--- config.mk ---
export PLATFORM = sky130hd
export DESIGN_NAME = psc_status_ctrl
export DESIGN_NICKNAME = d
export VERILOG_FILES = /design/src/core/psc_pkg.sv /design/src/core/psc_status_ctrl.sv /design/src/core/psc_irq_mask.sv
export VERILOG_INCLUDE_DIRS = /design/src /design/src/core
export SDC_FILE = /design/constraint.sdc
export NUM_CORES = 1
export LEC_CHECK = 0
export ABC_CLOCK_PERIOD_IN_PS = 2000
export BUFFER_PORTS_ARGS = -buffer_cell sky130_fd_sc_hd__buf_2
export CAP_MARGIN = 20
export CELL_PAD_IN_SITES_DETAIL_PLACEMENT = 1
export CELL_PAD_IN_SITES_GLOBAL_PLACEMENT = 1
export CORE_ASPECT_RATIO = 0.6
export CORE_UTILIZATION = 29
export DETAILED_ROUTE_END_ITERATION = 16
export PLACE_DENSITY = 0.84
export SLEW_MARGIN = 30
export SYNTH_ARGS = -nofsm -noshare
export SYNTH_HDL_FRONTEND = slang
export SYNTH_SLANG_ARGS = --single-unit
--- constraint.sdc ---
create_clock -name i_clk -period 2 [get_ports i_clk]
set_input_delay 0.3 -clock i_clk [delete_from_list [all_inputs] [get_ports i_clk]]
set_output_delay 0.3 -clock i_clk [all_outputs]
set_load 0.05 [all_outputs]
--- src/core/psc_defines.svh ---
// bit positions, reset value and request count of the status control block
`ifndef PSC_DEFINES_SVH
`define PSC_DEFINES_SVH
`define PSC_BIT_TMR_OFF   17
`define PSC_BIT_IRQ_WAIT  14
`define PSC_BIT_TR_EN     13
`define PSC_BIT_TR_PEND   12
`define PSC_BIT_ALIGN     11
`define PSC_BIT_HOLD      10
`define PSC_BIT_LOCK      9
`define PSC_BIT_IDLE      7
`define PSC_BIT_PHYS_D    6
`define PSC_BIT_PHYS_I    5
`define PSC_BIT_PRIV      4
`define PSC_BIT_MASK_HI   3
`define PSC_BIT_MASK_LO   2
`define PSC_BIT_EXT_OFF   1
`define PSC_BIT_ALL_OFF   0
// writable bits; reserved positions and the pending bit are not stored
`define PSC_WR_MASK       32'h0002_3EFF
// supervisor mode, disable-all and external off set after reset
`define PSC_RESET_VALUE   32'h0000_0013
`define PSC_NUM_IRQ       4
`endif

--- src/core/psc_pkg.sv ---
// types shared by the status control block
package psc_pkg;
  // access request from the load/store and fetch units
  typedef struct packed {
    logic        valid;
    logic        is_io;
    logic        is_fetch;
    logic        is_word;
    logic        is_half;
    logic        phys_bit;
    logic [1:0]  addr_lo;
  } psc_acc_t;
  // event sources presented to the recognition logic
  typedef struct packed {
    logic warn;
    logic iae;
    logic dae;
    logic other_trap;
  } psc_trap_t;
  typedef enum logic [1:0] {
    PSC_RUN  = 2'b00,
    PSC_IDLE = 2'b01
  } psc_mode_t;
endpackage

--- src/core/psc_status_ctrl.sv ---
// current status control register and event recognition logic
// Overview of operation
// - timer off bit 17 suppresses the timer interrupt
// - otherwise timer follows reload enable; disable-all overrides both
// - pending bit 14 set while requests are active but blocked
// - each instruction completed in run mode copies trace enable into trace pending
// - trace pending at one raises a trace trap
// - align check bit 11 traps unaligned word or half-word data addresses
// - no alignment check when bit clear, for I/O, or for fetches
// - hold bit 10 freezes saved-state registers except explicit moves
// - hold bit is set whenever an interrupt or trap is taken
// - lock bit 9 forces bus lock, else atomic instructions drive it
// - idle bit 7 stops work; left on taken event or reset
// - data translated only with bit 6 clear and instruction phys bit clear
// - fetches translated only when bit 5 is clear
// - supervisor bit 4 allows all context; user access traps
// - events occur on conditions; taken only when enables and mode allow
// - mask field 3-2 enables requests 0..mask; request 0 never masked by the field
// - external off bit ignores external requests only
// - disable-all keeps only warning and access-exception traps
`timescale 1ns/10ps
`default_nettype none
`include "psc_defines.svh"
module psc_status_ctrl
  import psc_pkg::*;
#(
  parameter int N_IRQ = `PSC_NUM_IRQ
) (
  // clock and reset
  input  wire logic             i_clk,
  input  wire logic             i_rst,
  // register move port
  input  wire logic             i_wr,
  input  wire logic [31:0]      i_wdata,
  output logic [31:0]           o_rdata,
  // event sources
  input  wire logic [N_IRQ-1:0] i_ext_req,
  input  wire logic             i_timer_req,
  input  wire logic             i_timer_reload_ie,
  input  wire psc_trap_t        i_trap,
  input  wire logic             i_instr_done,
  input  wire logic             i_halt,
  // memory access and context checks
  input  wire psc_acc_t         i_acc,
  input  wire logic             i_prot_access,
  input  wire logic             i_atomic_lock,
  // results
  output logic                  o_take,
  output logic                  o_trace_trap,
  output logic                  o_align_trap,
  output logic                  o_prot_trap,
  output logic                  o_timer_irq,
  output logic                  o_ext_irq,
  output logic                  o_hold_state,
  output logic                  o_bus_lock,
  output logic                  o_idle,
  output logic                  o_xlate_data,
  output logic                  o_xlate_fetch,
  output logic                  o_privileged
);
  logic [31:0]      csr;
  logic             irq_waiting;
  logic [N_IRQ-1:0] ext_en;
  logic             ext_blocked;
  logic             all_off;
  logic             trap_any;
  logic             trap_exempt;
  logic             occurred;
  logic             next_take;
  psc_mode_t        mode;

  assign all_off = csr[`PSC_BIT_ALL_OFF];

  psc_irq_mask #(.N(N_IRQ)) u_mask (
    .i_mask    (csr[`PSC_BIT_MASK_HI:`PSC_BIT_MASK_LO]),
    .i_ext_off (csr[`PSC_BIT_EXT_OFF]),
    .i_all_off (all_off),
    .i_req     (i_ext_req),
    .o_enabled (ext_en),
    .o_blocked (ext_blocked)
  );

  // timer recognition
  assign o_timer_irq = i_timer_req && !csr[`PSC_BIT_TMR_OFF]
                       && i_timer_reload_ie && !all_off;
  assign o_ext_irq = |ext_en;

  // trace trap from pending bit
  assign o_trace_trap = csr[`PSC_BIT_TR_PEND] && !all_off;

  // alignment check, data accesses only
  always_comb begin
    o_align_trap = 1'b0;
    if (csr[`PSC_BIT_ALIGN] && i_acc.valid && !i_acc.is_io && !i_acc.is_fetch) begin
      if (i_acc.is_word && (|i_acc.addr_lo)) begin
        o_align_trap = 1'b1;
      end else if (i_acc.is_half && i_acc.addr_lo[0]) begin
        o_align_trap = 1'b1;
      end
    end
  end

  // user mode touching protected context
  assign o_prot_trap = i_prot_access && !csr[`PSC_BIT_PRIV];

  // exempt traps pass disable-all; others need it clear
  assign trap_exempt = i_trap.warn || i_trap.iae || i_trap.dae;
  assign trap_any = trap_exempt || ((i_trap.other_trap || o_align_trap || o_prot_trap)
                    && !all_off);
  // occurred is merely the condition; halt blocks recognition
  assign occurred  = trap_any || o_trace_trap || o_timer_irq || o_ext_irq;
  assign next_take = occurred && !i_halt;
  assign o_take    = next_take;

  // translation and mode outputs
  assign o_xlate_data  = !csr[`PSC_BIT_PHYS_D] && !i_acc.phys_bit;
  assign o_xlate_fetch = !csr[`PSC_BIT_PHYS_I];
  assign o_privileged  = csr[`PSC_BIT_PRIV];
  assign o_hold_state  = csr[`PSC_BIT_HOLD];
  // lock either forced or driven by atomic instructions
  assign o_bus_lock = csr[`PSC_BIT_LOCK] || i_atomic_lock;
  assign o_idle     = (mode == PSC_IDLE);

  // status word; hardware events win over a move in the same cycle
  always_ff @(posedge i_clk) begin
    if (i_rst) begin
      csr <= `PSC_RESET_VALUE;
    end else begin
      if (i_wr) begin
        csr <= i_wdata & `PSC_WR_MASK;
      end
      if (i_instr_done && mode == PSC_RUN) begin
        csr[`PSC_BIT_TR_PEND] <= i_wr ? i_wdata[`PSC_BIT_TR_EN]
                                       : csr[`PSC_BIT_TR_EN];
      end
      if (next_take) begin
        csr[`PSC_BIT_HOLD] <= 1'b1;
        csr[`PSC_BIT_IDLE] <= 1'b0;
      end
    end
  end

  // pending flag recomputed every cycle from the requests
  always_ff @(posedge i_clk) begin
    if (i_rst) begin
      irq_waiting <= 1'b0;
    end else begin
      irq_waiting <= ext_blocked;
    end
  end

  // run / idle mode tracking follows the idle bit
  always_ff @(posedge i_clk) begin
    if (i_rst) begin
      mode <= PSC_RUN;
    end else if (next_take) begin
      mode <= PSC_RUN;
    end else if (csr[`PSC_BIT_IDLE]) begin
      mode <= PSC_IDLE;
    end else begin
      mode <= PSC_RUN;
    end
  end

  // readback: reserved bits are zero
  always_ff @(posedge i_clk) begin
    if (i_rst) begin
      o_rdata <= 32'h0000_0000;
    end else begin
      o_rdata <= (csr & `PSC_WR_MASK) | ({31'h0000_0000, irq_waiting} << `PSC_BIT_IRQ_WAIT);
    end
  end

  // assertions
  timer_off_a: assert property (@(posedge i_clk) disable iff (i_rst)
    csr[`PSC_BIT_TMR_OFF] |-> !o_timer_irq) else $error("timer irq while disabled");
  timer_ie_a: assert property (@(posedge i_clk) disable iff (i_rst)
    (i_timer_req && i_timer_reload_ie && !csr[`PSC_BIT_TMR_OFF] && !all_off) |-> o_timer_irq)
    else $error("timer irq lost");
  pend_flag_a: assert property (@(posedge i_clk) disable iff (i_rst)
    ((|i_ext_req) && !o_ext_irq) |=> irq_waiting) else $error("pending not set");
  trace_copy_a: assert property (@(posedge i_clk) disable iff (i_rst)
    (i_instr_done && mode == PSC_RUN && !i_wr) |=> csr[`PSC_BIT_TR_PEND] == $past(csr[`PSC_BIT_TR_EN]))
    else $error("trace copy wrong");
  trace_trap_a: assert property (@(posedge i_clk) disable iff (i_rst)
    (csr[`PSC_BIT_TR_PEND] && !all_off) |-> o_trace_trap) else $error("trace trap missing");
  align_word_a: assert property (@(posedge i_clk) disable iff (i_rst)
    (csr[`PSC_BIT_ALIGN] && i_acc.valid && !i_acc.is_io && !i_acc.is_fetch && i_acc.is_word
     && i_acc.addr_lo != 2'h0) |-> o_align_trap) else $error("unaligned word missed");
  align_skip_a: assert property (@(posedge i_clk) disable iff (i_rst)
    (!csr[`PSC_BIT_ALIGN] || i_acc.is_io || i_acc.is_fetch) |-> !o_align_trap)
    else $error("alignment trap when exempt");
  hold_set_a: assert property (@(posedge i_clk) disable iff (i_rst)
    next_take |=> o_hold_state) else $error("hold not set on take");
  idle_exit_a: assert property (@(posedge i_clk) disable iff (i_rst)
    next_take |=> ##1 !o_idle) else $error("idle not left");
  lock_force_a: assert property (@(posedge i_clk) disable iff (i_rst)
    csr[`PSC_BIT_LOCK] |-> o_bus_lock) else $error("lock not forced");
  user_prot_a: assert property (@(posedge i_clk) disable iff (i_rst)
    (i_prot_access && !o_privileged) |-> o_prot_trap) else $error("protection missed");
  halt_block_a: assert property (@(posedge i_clk) disable iff (i_rst)
    i_halt |-> !o_take) else $error("taken in halt");
  all_off_a: assert property (@(posedge i_clk) disable iff (i_rst)
    (all_off && !trap_exempt) |-> !o_take) else $error("event taken under disable-all");
  ext_mask_a: assert property (@(posedge i_clk) disable iff (i_rst)
    (csr[`PSC_BIT_EXT_OFF]) |-> !o_ext_irq) else $error("external irq while off");

  take_c:  cover property (@(posedge i_clk) disable iff (i_rst) o_take);
  idle_c:  cover property (@(posedge i_clk) disable iff (i_rst) o_idle ##1 !o_idle);
  pend_c:  cover property (@(posedge i_clk) disable iff (i_rst) irq_waiting);
  align_c: cover property (@(posedge i_clk) disable iff (i_rst) o_align_trap);
endmodule
`default_nettype wire

--- src/core/psc_irq_mask.sv ---
// external request masking by priority field and disables
`timescale 1ns/10ps
`default_nettype none
module psc_irq_mask
  import psc_pkg::*;
#(
  parameter int N = 4
) (
  // controls
  input  wire logic [1:0]   i_mask,
  input  wire logic         i_ext_off,
  input  wire logic         i_all_off,
  // requests
  input  wire logic [N-1:0] i_req,
  // results
  output logic [N-1:0]      o_enabled,
  output logic              o_blocked
);
  // request k passes when k <= mask field; request 0 always passes the field
  genvar k;
  generate
    for (k = 0; k < N; k++) begin : g_en
      assign o_enabled[k] = i_req[k] && (k <= int'(i_mask)) && !i_ext_off && !i_all_off;
    end
  endgenerate
  // some request active, none allowed through
  assign o_blocked = (|i_req) && !(|o_enabled);
endmodule
`default_nettype wire

==> results of run 1 <==
## path summary, 6_finish.rpt
path | start | endpoint | slack, ps | depth (start not counted)
hold / removal | i_wdata[0] | csr[0] | 230 | 2
hold reg to reg | irq_waiting | o_rdata[14] | 440 | 1
setup reg to reg | csr[11] | csr[7] | 350 | 6
setup / recovery | csr[0] | o_take | 40 | 5
## registers in the layout, summed over array words and instances, names as in the netlist
register and flops:
irq_waiting 1, o_rdata 15, mode 1, csr 14
## cell usage after synthesis (all sizes together)
cell type | count | area, um2
dfxtp | 31 | 621
nor2 | 12 | 45.0
clkbuf | 3 | 11.3
o211ai | 1 | 7.51
or4 | 1 | 7.51
and3 | 1 | 6.26
conb | 1 | 3.75
or2 | 3 | 18.8
nor3b | 1 | 7.51
or3 | 1 | 6.26
mux2i | 11 | 110
nor4 | 1 | 21.3
and4bb | 2 | 25.0
a21boi | 1 | 7.51
o221ai | 1 | 15.0
nor2b | 19 | 119
and2 | 1 | 6.26
inv | 2 | 7.51
buf | 19 | 138
o21ai | 1 | 5.00
a211o | 4 | 35.0
nor3 | 3 | 20.0
a311oi | 1 | 15.0
a21o | 2 | 15.0
a2111oi | 1 | 15.0
o41ai | 1 | 8.76
a211oi | 1 | 12.5
and2b | 1 | 7.51
## metrics by stage
stage	utilization	worst slack, ps	power (uW)
floorplan	-	25.9	953
global placement	0.393	78.9	1010
detailed placement	0.393	70.7	1010
CTS	0.433	-8.65	1670
global route	0.434	-37.8	1730
finish	0.434	37.0	1650
## power by group
part | total (uW) | internal [uW] | switching (uW)
combinational | 342 | 97.6 | 244
clock | 642 | 403 | 239
sequential | 669 | 653 | 16.3
total | 1650 | 1150 | 499
## repair_timing
action | 4_1_cts | 5_1_grt
buffers inserted | 2 | 0
endpoints found under the setup margin | 1 | 1
resized for setup | 10 | 2
pin swaps | 3 | 2
## per-layer routing
metal	part of all wire	GRT usage
met4	0.0096	0.0476
met1	0.46	0.163
met3	0.095	0.0618
met2	0.43	0.210
met5	0	0
## cell usage in the layout (no fill, tap or decap), types with 2 or more instances in the layout
cell type | Yosys | routed
a211o_1 | 4 | 4
a21o_1 | 2 | 2
buf_2 | 2 | 64
buf_4 | 17 | 4
clkbuf_8 | 0 | 6
conb_1 | 1 | 17
dfxtp_1 | 31 | 28
dfxtp_2 | 0 | 2
inv_1 | 2 | 2
mux2i_1 | 11 | 11
nor2_1 | 12 | 12
nor2b_1 | 19 | 18
nor3_2 | 1 | 2
## worst reg2reg max path, stage by stage (launching register included)
cell	delay, ps
dfxtp_1	310
and4bb_1	220
a311oi_4	340
o221ai_2	180
buf_4	160
buf_4	130
a211oi_2	220
## final cells by class
type / count / area [um2] / share of cell area
flip-flops and latches: 31 / 627 / 0.341
well taps: 60 / 75.1 / 0.0408
inverters: 2 / 7.51 / 0.00408
clock buffers: 6 / 82.6 / 0.0449
clock inverters: 2 / 35.0 / 0.0191
repair buffers: 69 / 365 / 0.199
multi-input cells: 88 / 646 / 0.351
## logic make-up (layout without fill, tap and decap cells)
kind of cell           after synthesis  in the layout  synth area share
and+or+nand+nor                     46             46             0.220
DFF                                 31             31             0.471
buffers and inverters               24             79             0.119
AOI/OAI and AO/OA                   14             14             0.103
muxes                               11             11            0.0836
other                                1             17           0.00285
==> reports/results.txt, run 1 <==
status = finished clean
final setup violation count = 0
Initial Util = 0.311
Worst setup EP type = primary output
Yosys reg bits = 31
Layout area overhead = 39.5%
Fill cells = 512
leakage = 0.000910 uW
DRC = 0
startpoint types = flop
Cells after Synth = 127
Reg clk slew, reported paths = 70 ps
die footprint = 0.00483 mm2
Slew Limit Headroom = 0.597
Worst-Skew Late Latency = 280 ps
CTS H-tree lvls = 2
crit share post-route = 0.982
drt pass-1 iters = 4
sequential area share after synthesis = 0.471
total vias in the final route = 1080
RSZ-0062 raised after global routing = yes
DP HPWL = 2.28 mm
Worst Hold Class = input pin to flop
Antenna Nets Post-Route = 0
mean post-synth cell area = 10.4 um2
CORE AREA = 0.00423 mm2
CP Buf/Inv Count = 1
crit-path leading delay family = compound AO/OA/AOI/OAI gates
Non-Filler Instances = 258
Cell Chain, Critical Path = or2_4, a211o_1, o221ai_2, and2_4, buf_8
worst slew pin tran = 604 ps
Crit Path Max Fanout = 3
WL/cell = 12.2 um
clk buf depth = 2
maxcap violations = 0
n_diodes = 0
Vias/cell = 4.19
die height = 54.2 um
Fin. Hold Viols = 0
Req. time, crit path = 1700 ps
layout cell share with drive strength beyond 1 = 0.470
Design Area, Final = 0.00184 mm2
DP Area = 0.00166 mm2
Slew Limit Fails = 0
GRT Residual Overflow = 0
crit path max-delay cell type = dfxtp_4
IO Pins = 101
vias in the first global route = 946
CP Data Arrival Time = 1660 ps
largest net degree at the start of global routing = 33
Clock Skew = 4.11 ps
CTS tree = yes
clk root buf = clkbuf_8
Mapped Area = 0.00132 mm2
CTS sink cnt = 31
cell count after placement = 248
standard-cell row count = 18
Final min period = 1960 ps
worst setup path class = flop to primary output
setup TNS = 0 ps
Fin Hold WS = 228 ps
Final GP Congestion = 0.680
Num CTS Buffers = 5
first-pass GRT wire length = 4.50 mm
Crit path largest cell delay = 340 ps
Buffers on Ports = 65
Max VDD drop = 0.280 mV
First DRT Iteration DRCs = 4
hold_buf cts = 0
Yosys warnings = 0
initial antenna violation count = 0
Final #Nets = 254
Routed WL = 3.14 mm
post-synth cell types = 32
Cell Pwr Density = 899 mW/mm2
Max Fclk = 509 MHz
Die X = 89.0 um
all-layer global routing usage = 0.134
Note: power is estimated with default switching activity, not from simulation.
==> inputs of run 2 (changes only) <==
--- a/config.mk
+++ b/config.mk
@@ -14,7 +14,7 @@
 export CORE_ASPECT_RATIO = 0.6
 export CORE_UTILIZATION = 29
 export DETAILED_ROUTE_END_ITERATION = 16
-export PLACE_DENSITY = 0.84
+export PLACE_DENSITY_LB_ADDON = 0.15
 export SLEW_MARGIN = 30
 export SYNTH_ARGS = -nofsm -noshare
 export SYNTH_HDL_FRONTEND = slang
==> run 2 against run 1 <==
Effect of this change:
- register-to-register slack gained 180 ps
- non-clock buffer count shrank 2
- via count shrank 1.6%
- critical path depth is the same
- final cell count fell by 0.78%
- sequential power about the same
- combinational power is essentially flat
- sequential share of layout area increased by 0.29 points
- core utilization down 0.62 points
- critical endpoint unchanged
==> reports/results.txt, run 2 (synthesized netlist as in run 1, its figures left out) <==
area of the multi-input gates = 634 um2
CTS H-tree lvls = 2
Clock Skew = 4.53 ps
commonest cells after routing, fill and taps aside = buf_2 (64), dfxtp_1 (29), nor2b_1 (18)
status = finished clean
DP Worst Slack = 86.5 ps
Max VDD drop = 0.289 mV
drt pass-1 iters = 4
hold_buf cts = 0
leakage = 0.000896 uW
Slew Limit Fails = 0
DRC = 0
Reg clk slew, reported paths = 70 ps
worst setup path class = flop to primary output
Layout area overhead = 37.5%
CTS tree = yes
Die X = 89.0 um
Initial Util = 0.311
Final min period = 1940 ps
maxcap violations = 0
Crit Path Max Fanout = 3
n_diodes = 0
worst slew pin tran = 571 ps
Max Fclk = 515 MHz
Final #Nets = 252
Worst Hold Class = input pin to flop
max FFs per register = 15
largest net degree at the start of global routing = 33
clk root buf = clkbuf_8
Comb pwr share = 0.206
die footprint = 0.00483 mm2
final setup violation count = 0
Routed WL = 3.21 mm
standard-cell row count = 18
register area = 623 um2
internal power = 1150 uW
total vias in the final route = 1063
setup TNS = 0 ps
initial antenna violation count = 0
Net Sw Power = 489 uW
layout cell share with drive strength beyond 1 = 0.459
Slew Limit Headroom = 0.619
Final GP Congestion = 0.689
CTS sink cnt = 31
Top reg by flops = o_rdata
Num CTS Buffers = 5
startpoint types = flop
clk buf depth = 2
all-layer global routing usage = 0.135
CP Data Arrival Time = 1640 ps
final setup margin = 57.2 ps
Buffers on Ports = 65
RSZ-0062 raised after global routing = yes
First DRT Iteration DRCs = 18
crit share post-route = 0.971
Fin. Hold Viols = 0
WL/cell = 12.6 um
Worst setup EP type = primary output
Power, Total = 1640 uW
vias in the first global route = 968
first-pass GRT wire length = 4.60 mm
Fin Hold WS = 227 ps
DP HPWL = 2.51 mm
CORE AREA = 0.00423 mm2
Worst-Skew Late Latency = 280 ps
IO Pins = 101
Fill cells = 508
GRT Residual Overflow = 0
most common cell after layout, fill and taps aside = buf_2
Switching Share = 0.298
largest registers = o_rdata (15), csr (14)
Req. time, crit path = 1700 ps
Vias/cell = 4.15
clock share of power = 0.385
sequential share of power = 0.409
die height = 54.2 um
Antenna Nets Post-Route = 0
Cell Pwr Density = 906 mW/mm2
## run 2: worst max-delay path, cell delays in order, from the launching register on
cell and delay [ps]:
dfxtp_2 320, or2_4 250, a211o_1 260, o221ai_2 210, and2_4 180, buf_8 130
## run 2: cell type report
class                      count  area share
multi-input combinational     88       0.350
sequential                    31       0.344
timing repair buffer          67       0.195
clock buffer                   6      0.0456
tap                           60      0.0414
clock inverter                 2      0.0193
inverter                       2     0.00414
## run 2: path summary, 6_finish.rpt
check | cells past startpoint | slack (ps) | to | from
max reg2reg | 5 | 530 | csr[7] | csr[11]
max | 5 | 60 | o_take | csr[1]
min reg2reg | 2 | 450 | o_rdata[5] | csr[5]
min | 2 | 230 | csr[1] | i_wdata[1]
## run 2: per-layer routing
layer	GRT usage	wire length, um
met1	0.169	1450
met2	0.209	1400
met5	0	0
met3	0.0588	351
met4	0.0476	14
## run 2: power by group through the flow
| stage | combinational [uW] | clock [uW] | sequential [uW] |
|---|---|---|---|
| finish | 339 | 631 | 671 |
| CTS | 338 | 651 | 670 |
| global placement | 325 | 0 | 681 |
| floorplan | 205 | 0 | 748 |
| global route | 360 | 673 | 674 |
| detailed placement | 332 | 0 | 684 |
## run 2: repair_timing
action,in CTS,in global routing
gates resized for setup,5,5
pin swaps,4,3
gates cloned,0,0
buffers inserted,1,0
hold endpoints to repair,0,0
setup endpoints to repair,1,1
## run 2: per-stage QoR
stage | util | instance area, um2 | instances
final | 0.428 | 1810 | 256
after global routing | 0.428 | 1810 | 256
after CTS | 0.425 | 1800 | 256
after detailed placement | 0.391 | 1660 | 247
after global placement | 0.391 | 1660 | 247
after floorplan | - | 1400 | 143
==> inputs of run 3 (changes only) <==
--- a/config.mk
+++ b/config.mk
@@ -14,7 +14,7 @@
 export CORE_ASPECT_RATIO = 0.6
 export CORE_UTILIZATION = 29
 export DETAILED_ROUTE_END_ITERATION = 16
-export PLACE_DENSITY_LB_ADDON = 0.15
+export PLACE_DENSITY = 0.94
 export SLEW_MARGIN = 30
 export SYNTH_ARGS = -nofsm -noshare
 export SYNTH_HDL_FRONTEND = slang
==> run 3 against run 2 <==
Effect of this change:
- die area unchanged
- combinational power rose by 2%
- total power rose by 1.4%
- final cell count is 1.2% higher
- largest power group unchanged
- highest routed layer unchanged
==> reports/results.txt, run 3 (synthesized netlist as in run 1, its figures left out) <==
final setup margin = 38.0 ps
total vias in the final route = 1100
Antenna Nets Post-Route = 0
Hold Path Depth = 2
Num CTS Buffers = 5
leakage = 0.000912 uW
hold_sp = i_wdata[4]
DP Worst Slack = 64.2 ps
all-layer global routing usage = 0.140
CP Data Arrival Time = 1660 ps
worst slew pin tran = 569 ps
R2R setup slack = 400 ps
Max VDD drop = 0.291 mV
Clock Skew = 6.49 ps
Worst Hold Class = input pin to flop
GRT busiest layer = met2
n_diodes = 0
vias in the first global route = 1123
Reg clk slew, reported paths = 70 ps
layout cell share with drive strength beyond 1 = 0.472
WL/cell = 12.6 um
Power, Total = 1660 uW
Slew Limit Fails = 0
die footprint = 0.00483 mm2
Worst-Skew Late Latency = 280 ps
GR Util met2 = 0.258
DP HPWL = 2.46 mm
Slew Limit Headroom = 0.621
M3 GR Usage = 0.0588
Crit Path Max Fanout = 2
status = finished clean
Top reg by flops = o_rdata
Initial Util = 0.311
Worst Setup EP = o_take
Req. time, crit path = 1700 ps
Die X = 89.0 um
largest registers = o_rdata (15), csr (14)
Final min period = 1960 ps
CORE AREA = 0.00423 mm2
most common cell after layout, fill and taps aside = buf_2
R2R Path End = csr[7]
commonest cells after routing, fill and taps aside = buf_2 (64), dfxtp_1 (29), nor2b_1 (18)
drt pass-1 iters = 4
die height = 54.2 um
Buffers on Ports = 65
Reg2Reg Launch Point = csr[0]
largest net degree at the start of global routing = 33
Final GP Congestion = 0.708
standard-cell row count = 18
Layout area overhead = 40.6%
crit share post-route = 0.981
max FFs per register = 15
GRT Residual Overflow = 0
Cell Pwr Density = 898 mW/mm2
Worst R2R Path Depth = 7
Routed WL = 3.27 mm
CTS tree = yes
CTS sink cnt = 31
RSZ-0062 raised after global routing = yes
final setup violation count = 0
CTS H-tree lvls = 2
Worst setup EP type = primary output
Final #Nets = 255
IO Pins = 101
Max Fclk = 510 MHz
worst setup path class = flop to primary output
Setup crit start = csr[1]
initial antenna violation count = 0
First DRT Iteration DRCs = 12
clk buf depth = 2
maxcap violations = 0
clk root buf = clkbuf_8
hold_buf cts = 0
startpoint types = flop
first-pass GRT wire length = 4.81 mm
Fin. Hold Viols = 0
Vias/cell = 4.25
DRC = 0
met1 track demand over resource = 0.147
Fill cells = 514
==> run 3: critical path, cell delays in order, from the launching register on <==
cell	delay, ps
dfxtp_2	330
or2_4	260
a211o_1	260
o221ai_2	220
and2_4	190
buf_8	140
==> run 3: how the worst min path moves through the flow <==
| stage | end | slack (ps) |
|---|---|---|
| 4_1_cts | csr[4] | 220 |
| 2_1_floorplan | o_rdata[7] | 380 |
| 3_3_place_gp | o_rdata[14] | 420 |
| 6_report | csr[4] | 230 |
| 5_1_grt | csr[4] | 210 |
| 3_5_place_dp | o_rdata[5] | 450 |
==> run 3: where the power goes <==
part | switching (uW) | internal, uW
Sequential | 17.1 | 653
Combinational | 246 | 101
Clock | 245 | 403
Total | 508 | 1160
==> run 3: final cells by class <==
class | count | area, um2 | share of cell area
repair buffers | 70 | 377 | 0.203
well taps | 60 | 75.1 | 0.0405
inverters | 2 | 7.51 | 0.00405
clock inverters | 2 | 35.0 | 0.0189
flip-flops and latches | 31 | 623 | 0.336
multi-input cells | 88 | 653 | 0.352
clock buffers | 6 | 82.6 | 0.0446
==> run 3: routing by layer <==
layer,part of all wire,vias to the layer above
met1,0.43,507
li1,-,542
met2,0.49,47
met3,0.077,4
met4,0.0058,0
met5,0,-
==> run 3: stage by stage <==
stage / cells / area [um2] / setup TNS [ps] / util / hold WS (ps)
after detailed placement: 248 / 1660 / 0 / 0.393 / 451
after CTS: 258 / 1830 / 0 / 0.432 / 218
after global routing: 259 / 1850 / -29.3 / 0.438 / 214
after global placement: 248 / 1660 / 0 / 0.393 / 422
after floorplan: 143 / 1400 / 0 / - / 380
final: 259 / 1850 / 0 / 0.438 / 227
==> run 3: timing repair <==
item | CTS | global route
pin swaps | 4 | 3
setup endpoints to repair | 1 | 1
buffers inserted | 2 | 1
resized for setup | 8 | 5
